<file path="config.mk">
export PLATFORM = sky130hd
export DESIGN_NAME = srt_top
export DESIGN_NICKNAME = d
export VERILOG_FILES = /design/src/hw/srt_pkg.sv /design/src/hw/srt_mem_if.sv /design/src/hw/srt_cfg_mem.sv /design/src/hw/srt_top.sv
export SDC_FILE = /design/constraint.sdc
export NUM_CORES = 2
export LEC_CHECK = 0
export BUFFER_PORTS_ARGS = -buffer_cell sky130_fd_sc_hd__buf_2
export CAP_MARGIN = 30
export CORE_AREA = 2 2 382 384
export DETAILED_ROUTE_END_ITERATION = 16
export DIE_AREA = 0 0 384 386
export PLACE_DENSITY = 0.77
export SLEW_MARGIN = 20
export SYNTH_ARGS = -nofsm -noshare
export SYNTH_HDL_FRONTEND = slang
export SYNTH_HIERARCHICAL = 1
export SYNTH_SLANG_ARGS = --single-unit
</file>
<file path="constraint.sdc">
create_clock -name clk_i -period 6.25 [get_ports clk_i]
set_clock_uncertainty 0.05 [all_clocks]
set_input_delay 1.25 -clock clk_i [delete_from_list [all_inputs] [get_ports clk_i]]
set_output_delay 1.25 -clock clk_i [all_outputs]
set_load 0.01 [all_outputs]
</file>
<file path="src/hw/srt_pkg.sv">
// Constants and types for the signaling relay trigger block
package srt_pkg;
  // ==========================================================
  // Sizes
  localparam int unsigned NSRC    = 8;
  localparam int unsigned SLOTS   = 4;
  localparam int unsigned NWORD   = 32;
  localparam int unsigned NRELAY  = 32;
  localparam int unsigned PER_CARD = 16;
  localparam int unsigned NSTUDIO = 4;
  localparam int unsigned CFG_W   = 17;
  localparam int unsigned CNT_W   = 23;
  // ==========================================================
  // Register byte offsets
  localparam logic [7:0] ADR_CMD   = 8'h80;
  localparam logic [7:0] ADR_TMPL  = 8'h84;
  localparam logic [7:0] ADR_STAT  = 8'h88;
  localparam logic [7:0] ADR_RELAY = 8'h8c;
  localparam logic [7:0] ADR_LAMP  = 8'h90;
  // ==========================================================
  // Slot word fields
  localparam int unsigned F_RELAY  = 0;
  localparam int unsigned F_CARD   = 4;
  localparam int unsigned F_RED    = 5;
  localparam int unsigned F_IMP    = 6;
  localparam int unsigned F_LONG   = 7;
  localparam int unsigned F_TRIG   = 8;
  localparam int unsigned F_PRESET = 13;
  localparam int unsigned F_STU_EN = 14;
  localparam int unsigned F_STU    = 15;
  localparam int unsigned F_VALID  = 31;
  // Trigger enable bits
  localparam int unsigned T_KEY1  = 0;
  localparam int unsigned T_KEY2  = 1;
  localparam int unsigned T_SEL   = 2;
  localparam int unsigned T_ON    = 3;
  localparam int unsigned T_FADER = 4;
  localparam logic [4:0]  FADER_START = 5'h1c;
  // Command fields
  localparam int unsigned C_NEW   = 8;
  localparam int unsigned C_CLEAR = 9;
  // ==========================================================
  // Reset values
  localparam logic [CFG_W-1:0] TMPL_RST = 17'h00000;
  // ==========================================================
  // Timing
  localparam int unsigned CLK_HZ         = 40000000;
  localparam int unsigned PULSE_SHORT_MS = 100;
  localparam int unsigned PULSE_LONG_MS  = 200;
  localparam int unsigned PULSE_SHORT_CYC = PULSE_SHORT_MS * (CLK_HZ / 1000);
  localparam int unsigned PULSE_LONG_CYC  = PULSE_LONG_MS * (CLK_HZ / 1000);
  // ==========================================================
  // Bus states
  typedef enum logic [2:0] {
    BUS_IDLE = 3'b001,
    BUS_EXEC = 3'b010,
    BUS_ACK  = 3'b100
  } srt_bus_t;
endpackage

</file>
<file path="src/hw/srt_mem_if.sv">
// Ports between the controller and the slot memory
`timescale 1ns/1ps
`default_nettype none
interface srt_mem_if;
  logic                     we;
  logic [4:0]               waddr;
  logic [srt_pkg::CFG_W-1:0] wdata;
  logic [4:0]               a_addr;
  logic [srt_pkg::CFG_W-1:0] a_rdata;
  logic [4:0]               b_addr;
  logic [srt_pkg::CFG_W-1:0] b_rdata;
  modport ctrl (output we, waddr, wdata, a_addr, b_addr, input a_rdata, b_rdata);
  modport mem  (input we, waddr, wdata, a_addr, b_addr, output a_rdata, b_rdata);
endinterface
`default_nettype wire

</file>
<file path="src/hw/srt_cfg_mem.sv">
// Slot configuration memory, one write port and two registered read ports
`timescale 1ns/1ps
`default_nettype none
module srt_cfg_mem (
  // Clock and reset
  input wire logic clk_i,
  input wire logic rst_i,
  // Memory ports
  srt_mem_if.mem   mif
);
  typedef struct packed {
    logic [srt_pkg::NWORD-1:0][srt_pkg::CFG_W-1:0] word;
    logic [srt_pkg::CFG_W-1:0]                     a_rd;
    logic [srt_pkg::CFG_W-1:0]                     b_rd;
  } srt_mem_state_t;

  srt_mem_state_t s_q;
  srt_mem_state_t s_d;

  // ==========================================================
  // Storage
  always_comb begin
    s_d = s_q;
    if (mif.we) begin
      s_d.word[mif.waddr] = mif.wdata;
    end
    s_d.a_rd = s_q.word[mif.a_addr];
    s_d.b_rd = s_q.word[mif.b_addr];
  end

  always_ff @(posedge clk_i) begin
    if (rst_i) begin
      s_q <= '0;
    end else begin
      s_q <= s_d;
    end
  end

  assign mif.a_rdata = s_q.a_rd;
  assign mif.b_rdata = s_q.b_rd;
endmodule
`default_nettype wire

</file>
<file path="src/hw/srt_top.sv">
// Signaling and red light relay trigger with Wishbone registers
// ==========================================================
//
// Local design decisions: the Wishbone slave port and the register addresses.
`timescale 1ns/1ps
`default_nettype none
module srt_top #(
  parameter int unsigned PULSE_SHORT_CYC = srt_pkg::PULSE_SHORT_CYC,
  parameter int unsigned PULSE_LONG_CYC  = srt_pkg::PULSE_LONG_CYC
) (
  // Clock and reset
  input  wire logic        clk_i,
  input  wire logic        rst_i,
  // Wishbone slave
  input  wire logic        wb_cyc_i,
  input  wire logic        wb_stb_i,
  input  wire logic        wb_we_i,
  input  wire logic [7:0]  wb_adr_i,
  input  wire logic [3:0]  wb_sel_i,
  input  wire logic [31:0] wb_dat_i,
  output logic      [31:0] wb_dat_o,
  output logic             wb_ack_o,
  // Console state, one bit per source
  input  wire logic [7:0]  patched_i,
  input  wire logic [7:0]  key1_i,
  input  wire logic [7:0]  key2_i,
  input  wire logic [7:0]  in_sel_i,
  input  wire logic [7:0]  in_on_i,
  input  wire logic [7:0]  in_fader_i,
  input  wire logic [7:0]  route_master_i,
  input  wire logic [7:0]  route_group_i,
  input  wire logic [7:0]  group_open_i,
  input  wire logic [7:0]  mst_sel_i,
  input  wire logic [7:0]  mst_on_i,
  input  wire logic [7:0]  mst_fader_i,
  // Relay and lamp outputs
  output logic      [31:0] relay_o,
  output logic      [3:0]  studio_lamp_o
);
  localparam int unsigned NR = srt_pkg::NRELAY;
  localparam int unsigned CW = srt_pkg::CNT_W;

  typedef struct packed {
    srt_pkg::srt_bus_t                bus;
    logic                             ack;
    logic [31:0]                      rdat;
    logic [srt_pkg::NWORD-1:0]        valid;
    logic [srt_pkg::CFG_W-1:0]        tmpl;
    logic [1:0]                       last_slot;
    logic                             full;
    logic [4:0]                       idx;
    logic                             ev_vld;
    logic [4:0]                       ev_idx;
    logic [NR-1:0]                    acc;
    logic [NR-1:0]                    acc_imp;
    logic [NR-1:0]                    acc_long;
    logic [srt_pkg::NSTUDIO-1:0]      acc_stu;
    logic [NR-1:0]                    cond;
    logic [NR-1:0]                    imp;
    logic [NR-1:0]                    lng;
    logic [NR-1:0]                    prev;
    logic [NR-1:0]                    relay;
    logic [srt_pkg::NSTUDIO-1:0]      lamp;
    logic [NR-1:0][CW-1:0]            cnt;
  } srt_state_t;

  srt_state_t s_q;
  srt_state_t s_d;

  srt_mem_if mif ();

  srt_cfg_mem u_mem (
    .clk_i (clk_i),
    .rst_i (rst_i),
    .mif   (mif)
  );

  // ==========================================================
  // Slot evaluation helpers
  logic [srt_pkg::CFG_W-1:0] ev_cfg;
  logic [2:0]                ev_src;
  logic [4:0]                ev_en;
  logic [4:0]                ev_rly;
  logic [1:0]                ev_stu;
  logic                      sig_path;
  logic                      red_path;
  logic                      ev_trig;
  logic                      ev_use;

  assign ev_cfg = mif.b_rdata;
  assign ev_src = s_q.ev_idx[4:2];
  assign ev_use = s_q.ev_vld & s_q.valid[s_q.ev_idx];
  // Card in the top bit, relay within card below it
  assign ev_rly = ev_cfg[srt_pkg::F_RELAY +: 5];
  assign ev_stu = ev_cfg[srt_pkg::F_STU +: 2];
  // Preset overrides the user choice
  assign ev_en  = ev_cfg[srt_pkg::F_PRESET] ? srt_pkg::FADER_START
                                            : ev_cfg[srt_pkg::F_TRIG +: 5];
  // Patch AND each enabled condition
  assign sig_path = patched_i[ev_src]
                  & (~ev_en[srt_pkg::T_KEY1]  | key1_i[ev_src])
                  & (~ev_en[srt_pkg::T_KEY2]  | key2_i[ev_src])
                  & (~ev_en[srt_pkg::T_SEL]   | in_sel_i[ev_src])
                  & (~ev_en[srt_pkg::T_ON]    | in_on_i[ev_src])
                  & (~ev_en[srt_pkg::T_FADER] | in_fader_i[ev_src]);
  // Fixed full path to a master output
  assign red_path = patched_i[ev_src] & in_sel_i[ev_src]
                  & in_fader_i[ev_src] & in_on_i[ev_src]
                  // Group route counts only when it reaches a master
                  & (route_master_i[ev_src]
                     | (route_group_i[ev_src] & group_open_i[ev_src]))
                  & mst_sel_i[ev_src] & mst_fader_i[ev_src] & mst_on_i[ev_src];
  assign ev_trig = ev_use & (ev_cfg[srt_pkg::F_RED] ? red_path : sig_path);

  // ==========================================================
  // Bus helpers
  logic        exec;
  logic        is_slot;
  logic [31:0] wmask;
  logic [2:0]  cmd_src;
  logic [4:0]  cmd_base;
  logic [3:0]  free;
  logic [1:0]  free_slot;
  logic        any_free;
  logic        cmd_wr;
  logic        new_cmd;
  logic        clr_cmd;
  logic [NR-1:0] rise_v;

  assign exec     = (s_q.bus == srt_pkg::BUS_EXEC);
  assign is_slot  = (wb_adr_i < srt_pkg::ADR_CMD);
  assign wmask    = {{8{wb_sel_i[3]}}, {8{wb_sel_i[2]}}, {8{wb_sel_i[1]}}, {8{wb_sel_i[0]}}};
  assign cmd_src  = wb_dat_i[2:0];
  assign cmd_base = {cmd_src, 2'b00};
  assign free     = ~s_q.valid[cmd_base +: 4];
  assign any_free = |free;
  // Lowest unassigned slot
  assign free_slot = free[0] ? 2'd0 : free[1] ? 2'd1 : free[2] ? 2'd2 : 2'd3;
  assign cmd_wr   = exec & wb_we_i & (wb_adr_i == srt_pkg::ADR_CMD) & wb_sel_i[1];
  assign clr_cmd  = cmd_wr & wb_dat_i[srt_pkg::C_CLEAR];
  assign new_cmd  = cmd_wr & wb_dat_i[srt_pkg::C_NEW] & ~wb_dat_i[srt_pkg::C_CLEAR];
  assign rise_v   = s_q.cond & ~s_q.prev;

  // ==========================================================
  // Memory port use
  assign mif.a_addr = wb_adr_i[6:2];
  assign mif.b_addr = s_q.idx;
  assign mif.we     = (exec & wb_we_i & is_slot) | (new_cmd & any_free);
  assign mif.waddr  = is_slot ? wb_adr_i[6:2] : {cmd_src, free_slot};
  assign mif.wdata  = is_slot ? ((mif.a_rdata & ~wmask[srt_pkg::CFG_W-1:0])
                                 | (wb_dat_i[srt_pkg::CFG_W-1:0] & wmask[srt_pkg::CFG_W-1:0]))
                              : s_q.tmpl;

  // ==========================================================
  // Next state
  always_comb begin
    s_d = s_q;
    s_d.ack = 1'b0;
    // Register access
    case (s_q.bus)
      srt_pkg::BUS_IDLE: begin
        if (wb_cyc_i && wb_stb_i) begin
          s_d.bus = srt_pkg::BUS_EXEC;
        end
      end
      srt_pkg::BUS_EXEC: begin
        s_d.bus = srt_pkg::BUS_ACK;
        s_d.ack = 1'b1;
        if (is_slot) begin
          s_d.rdat = {s_q.valid[wb_adr_i[6:2]], 14'h0000, mif.a_rdata};
        end else begin
          case (wb_adr_i)
            srt_pkg::ADR_TMPL:  s_d.rdat = {15'h0000, s_q.tmpl};
            srt_pkg::ADR_STAT:  s_d.rdat = {29'h00000000, s_q.full, s_q.last_slot};
            srt_pkg::ADR_RELAY: s_d.rdat = s_q.relay;
            srt_pkg::ADR_LAMP:  s_d.rdat = {28'h0000000, s_q.lamp};
            default:            s_d.rdat = 32'h00000000;
          endcase
        end
        if (wb_we_i && is_slot && wb_sel_i[3]) begin
          // Each slot holds its own assignment
          s_d.valid[wb_adr_i[6:2]] = wb_dat_i[srt_pkg::F_VALID];
        end
        if (wb_we_i && wb_adr_i == srt_pkg::ADR_TMPL) begin
          s_d.tmpl = (s_q.tmpl & ~wmask[srt_pkg::CFG_W-1:0])
                   | (wb_dat_i[srt_pkg::CFG_W-1:0] & wmask[srt_pkg::CFG_W-1:0]);
        end
        if (clr_cmd) begin
          s_d.valid[cmd_base +: 4] = 4'h0;
        end else if (new_cmd) begin
          s_d.full = ~any_free;
          if (any_free) begin
            s_d.valid[{cmd_src, free_slot}] = 1'b1;
            s_d.last_slot = free_slot;
          end
        end
      end
      srt_pkg::BUS_ACK: begin
        s_d.bus = srt_pkg::BUS_IDLE;
      end
      default: begin
        s_d.bus = srt_pkg::BUS_IDLE;
      end
    endcase
    // Slot scan, one slot per cycle
    s_d.idx    = s_q.idx + 5'd1;
    s_d.ev_vld = 1'b1;
    s_d.ev_idx = s_q.idx;
    if (ev_use) begin
      s_d.acc_imp[ev_rly]  = s_q.acc_imp[ev_rly] | ev_cfg[srt_pkg::F_IMP];
      s_d.acc_long[ev_rly] = s_q.acc_long[ev_rly] | ev_cfg[srt_pkg::F_LONG];
    end
    if (ev_trig) begin
      s_d.acc[ev_rly] = 1'b1;
      if (ev_cfg[srt_pkg::F_RED] && ev_cfg[srt_pkg::F_STU_EN]) begin
        s_d.acc_stu[ev_stu] = 1'b1;
      end
    end
    if (s_q.ev_vld && s_q.ev_idx == 5'h1f) begin
      s_d.cond     = s_d.acc;
      s_d.imp      = s_d.acc_imp;
      s_d.lng      = s_d.acc_long;
      s_d.lamp     = s_d.acc_stu;
      s_d.acc      = '0;
      s_d.acc_imp  = '0;
      s_d.acc_long = '0;
      s_d.acc_stu  = '0;
    end
    // Relay drive
    for (int r = 0; r < NR; r++) begin
      s_d.prev[r] = s_q.cond[r];
      if (!s_q.imp[r]) begin
        s_d.cnt[r] = '0;
      end else if (rise_v[r]) begin
        // Load only on a rising trigger
        s_d.cnt[r] = s_q.lng[r] ? CW'(PULSE_LONG_CYC) : CW'(PULSE_SHORT_CYC);
      end else if (s_q.cnt[r] != '0) begin
        s_d.cnt[r] = s_q.cnt[r] - 1'b1;
      end
      // Latching follows the trigger
      s_d.relay[r] = s_q.imp[r] ? (s_d.cnt[r] != '0) : s_q.cond[r];
    end
  end

  always_ff @(posedge clk_i) begin
    if (rst_i) begin
      s_q      <= '0;
      s_q.bus  <= srt_pkg::BUS_IDLE;
      s_q.tmpl <= srt_pkg::TMPL_RST;
    end else begin
      s_q <= s_d;
    end
  end

  // ==========================================================
  // Outputs
  assign wb_dat_o      = s_q.rdat;
  assign wb_ack_o      = s_q.ack;
  assign relay_o       = s_q.relay;
  assign studio_lamp_o = s_q.lamp;
endmodule
`default_nettype wire

</file>
* Word level (Yosys, flattened, before mapping) *
Cells that the tools add are included.

word-level totals
  register bits = 1677
  output and inout port bits = 69
  word-level logic and storage cells = 517

operators by class
  shift operators = 3
  bitwise logic cells = 52
  magnitude comparators = 14
  equality and inequality tests = 9
  muxes and demuxes = 239
  reductions and logical operators = 80
  add/subtract/negate cells = 34

operator list
  operator                  count
  $mux W23                  128
  $reduce_bool A23 Y1       64
  $mux W1006                1
  $sub A23 B1 Y23 const B   32
  $bwmux W544               1
  $mux W32                  7
  $mux W196                 1
  $bmux W17 S5              2
  $bwmux W32                4
  $pmux W32 S4              1
  $demux W17 S5             1
  $mux W17                  5
  $mux W85                  1
  $mux W64                  1
  $or A32 B32 Y32           2
  $mux W1                   54
  $and A17 B17 Y17          3
  $eq A8 B8 Y1 const B      5
  $bmux W1 S3               12
  $lt A5 B6 Y1 const B      6
  $or A17 B17 Y17           2
  $and A32 B32 Y32          1
  $not A32 Y32              1
  $shift A4 B7 Y32 const A  1
  33 further kinds          95

* Logic depth before layout (Yosys ltp) *
  word-level depth = 14
  gate-level depth with buffers = 15

* Modules after synthesis *
The synthesis kept the hierarchy.

modules (own cells, without submodules)
  module       instances  area an instance (sq um)  cells each
  srt_top      1          57117.3                   7007
  srt_cfg_mem  1          28843.9                   3200

* Worst setup path before layout *
No wires, ideal clock.

  kind = input to register
  from = input wb_dat_i[0]
  to = register u_mem/s_q[448] (netlist bit)
  setup slack = 1.751 ns
  data arrival time = 4.379 ns
  data required time = 6.130 ns
  library setup time = 0.070 ns
  stages = 13
  path buffers = 5
  cell sequence = clkbuf_1 > clkbuf_1 > mux4_2 > a221oi_1 > nor2_1 > clkbuf_1 > o22ai_1 > or3b_1 > buf_4 > nor2_4 > buf_2 > nand2_1 > a21oi_1

on the way
  elaborated cells between the ends (all ways) = 15
  those cells by class = 2 x order compare; 1 x shift; 7 x mux; 3 x bitwise; 2 x reduce/logical

RTL lines
  what                  RTL line           source
  from (decl)           srt_top.sv:20      input wire logic [31:0] wb_dat_i,
  $shiftx A32 B6 Y4     srt_top.sv:135     assign free = ~s_q.valid[cmd_base +: 4];
  $not A4 Y4            srt_top.sv:135
  $reduce_or A4 Y1      srt_top.sv:136     assign any_free = |free;
  $and A1 B1 Y1         srt_top.sv:148     assign mif.we = (exec & wb_we_i & is_slot) | (new_cmd & any_free);
  $or A1 B1 Y1          srt_top.sv:148
  via mif.we            srt_mem_if.sv:5    logic we;
  to (signal assigned)  srt_cfg_mem.sv:33  s_q <= '0;
  to (signal assigned)  srt_cfg_mem.sv:35  s_q <= s_d;
  to (decl)             srt_cfg_mem.sv:17  srt_mem_state_t s_q;

The timed path passes the listed nets, and every way through them passes these cells.
A chain may end at the register's enable or synchronous reset.

* Worst setup path after layout *
  from = input wb_dat_i[0]
  to = register u_mem/s_q[498] (netlist bit)

The elaborated chain is that of the path after synthesis.

==> out/metrics.yaml <==
timing:
  slew_viol_final: 0
  rsz0062_at_grt: "no"
  tns_ns: 0
  timing.slew.headroom: 0.2724
  hold_viol: 0
  setup_viol: 0
  worst_pin_slew_ns: 1.090
  timing.fmax_ghz: 0.1861
  period_needed_ns: 5.373
  setup_ws_ns: 0.8768
  period_share: 0.8597
finish:
  final_nets: 10210
  final_cells: 12070
  area_growth_pct: 8.461
  register_area_um2: 33580
  layout-drive-gt1-share: 0.1058
  fillers: 12000
  postLayoutCellArea_um2: 93230
  multi_input_area_um2: 48450
critical_path:
  critical_path.max_fanout: 17
  startpoint_type: "primary input"
  path_cells: "buf_2 -> mux4_2 -> mux2i_1 -> inv_1 -> and2_1 -> nand2b_1 -> nor2_1 -> o22ai_1 -> nand3_1 -> nor2_2 -> nand2_1 -> a21oi_1"
  crit_family: "simple AND/OR/NAND/NOR gates"
  crit_buf_inv: 2
  crit_arrival_ns: 6.09
  end_kind: "register"
  r2r-start: "s_q[1098]"
  slowest_delay_ns: 1.06
  startpoint: "wb_dat_i[0]"
  criticalPathCategory: "in2reg"
  r2r_slack_ns: 1.46
  required_ns: 6.97
  worst_path_max_delay_cell: "nor2_2"
synth:
  ys_seq_area_frac: 0.3906
  synth_top_area_frac: 0.3906
  synth_nets: 10420
  synth_flop_cell: "dfxtp_1"
  yosysMostFrequentCell: "nand2_1"
  syn_inst: 10210
  syn_area_um2: 85960
  postSynthAreaPerCell_um2: 8.422
  synth.distinct_cells: 99
  yosysTopAreaCell: "dfxtp_1"
  synth_seq_cells: 1677
  yosys-top-cells-area: "dfxtp_1 (39%), mux4_2 (7.6%), nand2_1 (7.6%)"
  synthArstFlopShare: 0
  synth_common_cells: "nand2_1 (1,732), dfxtp_1 (1,677), a21oi_1 (1,016)"
  yosys_warnings: 6
  synth_edf_count: 0
clocking:
  clk_latency_ns: 0.84
  cts_root_buffer: "clkbuf_16"
  numCtsBuffers: 176
  postCtsSetupBuffers: 0
  post_cts_resized: 0
  clkSinkCount: 1677
  hold_buffers: 0
  clkSlewWorstSetupHoldPaths_ns: 0.06
  cts_tree: "yes"
  clockBufferDepth: 3
  htreeDepth: 4
job:
  drv_cap: 0
global_routing:
  grtUsageMet1: 0.4376
  track_usage: 0.3438
  grt_pass1_wl_um: 407100
  grt_max_degree: 205
  antenna_found_initial: 21
  use_met2: 0.5330
  grt_use_met3: 0.08671
  grt_pass1_vias: 74080
  top_usage_layer: "met2"
  grt.overflow.total: 0
die:
  die_h_um: 386
  io_pins: 214
  num_rows: 140
  core_um2: 144500
  die_area_um2: 148200
  chipWidth_um: 384
  start_util: 0.5948
place:
  preCtsSetupSlack_ns: 0.4852
  dpl_cell_area_um2: 86990
  place_inst: 11720
  io_buffer_count: 199
  globalplace.congestion: 0.9832
  dp_hpwl_um: 176100
power_and_ir_drop:
  power_frac_comb: 0.037
  p_int_mw: 17.30
  p_clk_frac: 0.485
  power.total_mw: 22.49
  power_leakage_nw: 33.06
  switchingPower_mw: 5.189
  ir_drop_mv: 0.2229
  pwr_density_cell_nw_per_um2: 241.3
  power_frac_seq: 0.477
  swShare: 0.2307
route:
  viasPerCell: 6.505
  drc: 0
  num_vias: 78520
  first_pass_iters: 6
  routed_wl_um: 264900
  routedWlPerCell_um: 21.95
  ant_nets: 0
  drtIter0Drc: 9427
min_path:
  hold_path.class: "reg2reg"
  worstHoldStart: "wb_dat_o[22]"
run_status:
  status: "completed"
[final timing paths]
path | endpoint | cells past startpoint
max | u_mem/s_q[498] | 12
min | wb_dat_o[22] | 2
max reg2reg | u_mem/s_q[498] | 8
min reg2reg | wb_dat_o[22] | 2
[placed cells by master, fill, tap and decap left out, types with 36 or more instances in the layout]
| cell type | count |
|---|---|
| xor2_1 | 212 |
| or3_1 | 134 |
| buf_2 | 195 |
| nand2_1 | 1730 |
| nor2_1 | 995 |
| mux2i_1 | 256 |
| nand4_1 | 79 |
| mux4_2 | 290 |
| nor4b_1 | 36 |
| a22oi_1 | 44 |
| o31ai_1 | 36 |
| clkbuf_16 | 178 |
| nor3_1 | 300 |
| nor4_1 | 220 |
| nand3b_1 | 52 |
| nor2b_1 | 117 |
| a21o_1 | 43 |
| xnor2_1 | 315 |
| nor3b_1 | 47 |
| inv_1 | 124 |
| clkbuf_8 | 44 |
| and2_1 | 112 |
| or4_1 | 115 |
| a221o_1 | 37 |
| buf_4 | 113 |
| o22ai_1 | 85 |
| o21ai_0 | 230 |
| a211oi_1 | 132 |
| and3_1 | 57 |
| a221oi_1 | 45 |
| dfxtp_1 | 1674 |
| a31oi_1 | 88 |
| a21oi_1 | 1016 |
| ha_1 | 67 |
| nand3_1 | 233 |
| nand2b_1 | 78 |
[stage by stage]
step / hold slack [ns] / utilization
finish: 0.3979 / 0.6452
detailed placement: 0.3892 / 0.6019
floorplan: 0.3714 / -
global route: 0.4129 / 0.6450
global placement: 0.3838 / 0.6013
CTS: 0.3993 / 0.6440
[area by class of cell]
type	instances	area share
multi-input combinational	7677	0.5197
sequential	1677	0.3602
clock buffer	250	0.05529
tap	1917	0.02573
timing repair buffer	334	0.02357
clock inverter	73	0.009944
inverter	130	0.005314
antenna	12	0.0003221
[layer usage]
layer | part of all wire | vias up
met5 | 0.00029 | -
met1 | 0.39 | 37370
met3 | 0.11 | 899
li1 | - | 35960
met4 | 0.059 | 12
met2 | 0.44 | 4282
[worst reg2reg max path, delay by kind of cell (launching register included)]
kind / cells / cell delay, ns
and+or+nand+nor: 6 / 3.38
DFF: 1 / 0.41
AOI/OAI and AO/OA: 2 / 0.91
[kinds of logic (layout without fill, tap and decap cells)]
family          Yosys count  in the layout  synth area share
compound gates         2053           2053            0.1445
buf+inv                 853            787           0.04729
flops                  1677           1677            0.3906
mux                     561            561            0.1078
simple gates           4469           4469            0.2465
other cells               0             12                 0
fa+ha+maj                67             67          0.009752
xor+xnor                527            527           0.05369
[sequential cells by signal (all words and copies together), names as in the netlist, 5 cells and up, named ones only]
| signal | cells |
|---|---|
| s_q | 973 |
| u_mem/s_q | 544 |
| relay_o | 32 |
| s_d | 32 |
| wb_dat_o | 32 |
| u_mem/mif.a_rdata | 17 |
| u_mem/mif.b_rdata | 17 |
| mif.b_addr | 5 |
[power groups by stage]
stage                     Sequential [mW]  Clock, mW  Combinational, mW
after global placement               11.0          0              0.787
after global routing                 10.7       11.4              0.853
final                                10.7       10.9              0.836
after floorplan                      10.9          0              0.579
after CTS                            10.7       11.0              0.800
after detailed placement             11.0          0              0.797
Note: power is estimated with default switching activity, not from simulation.
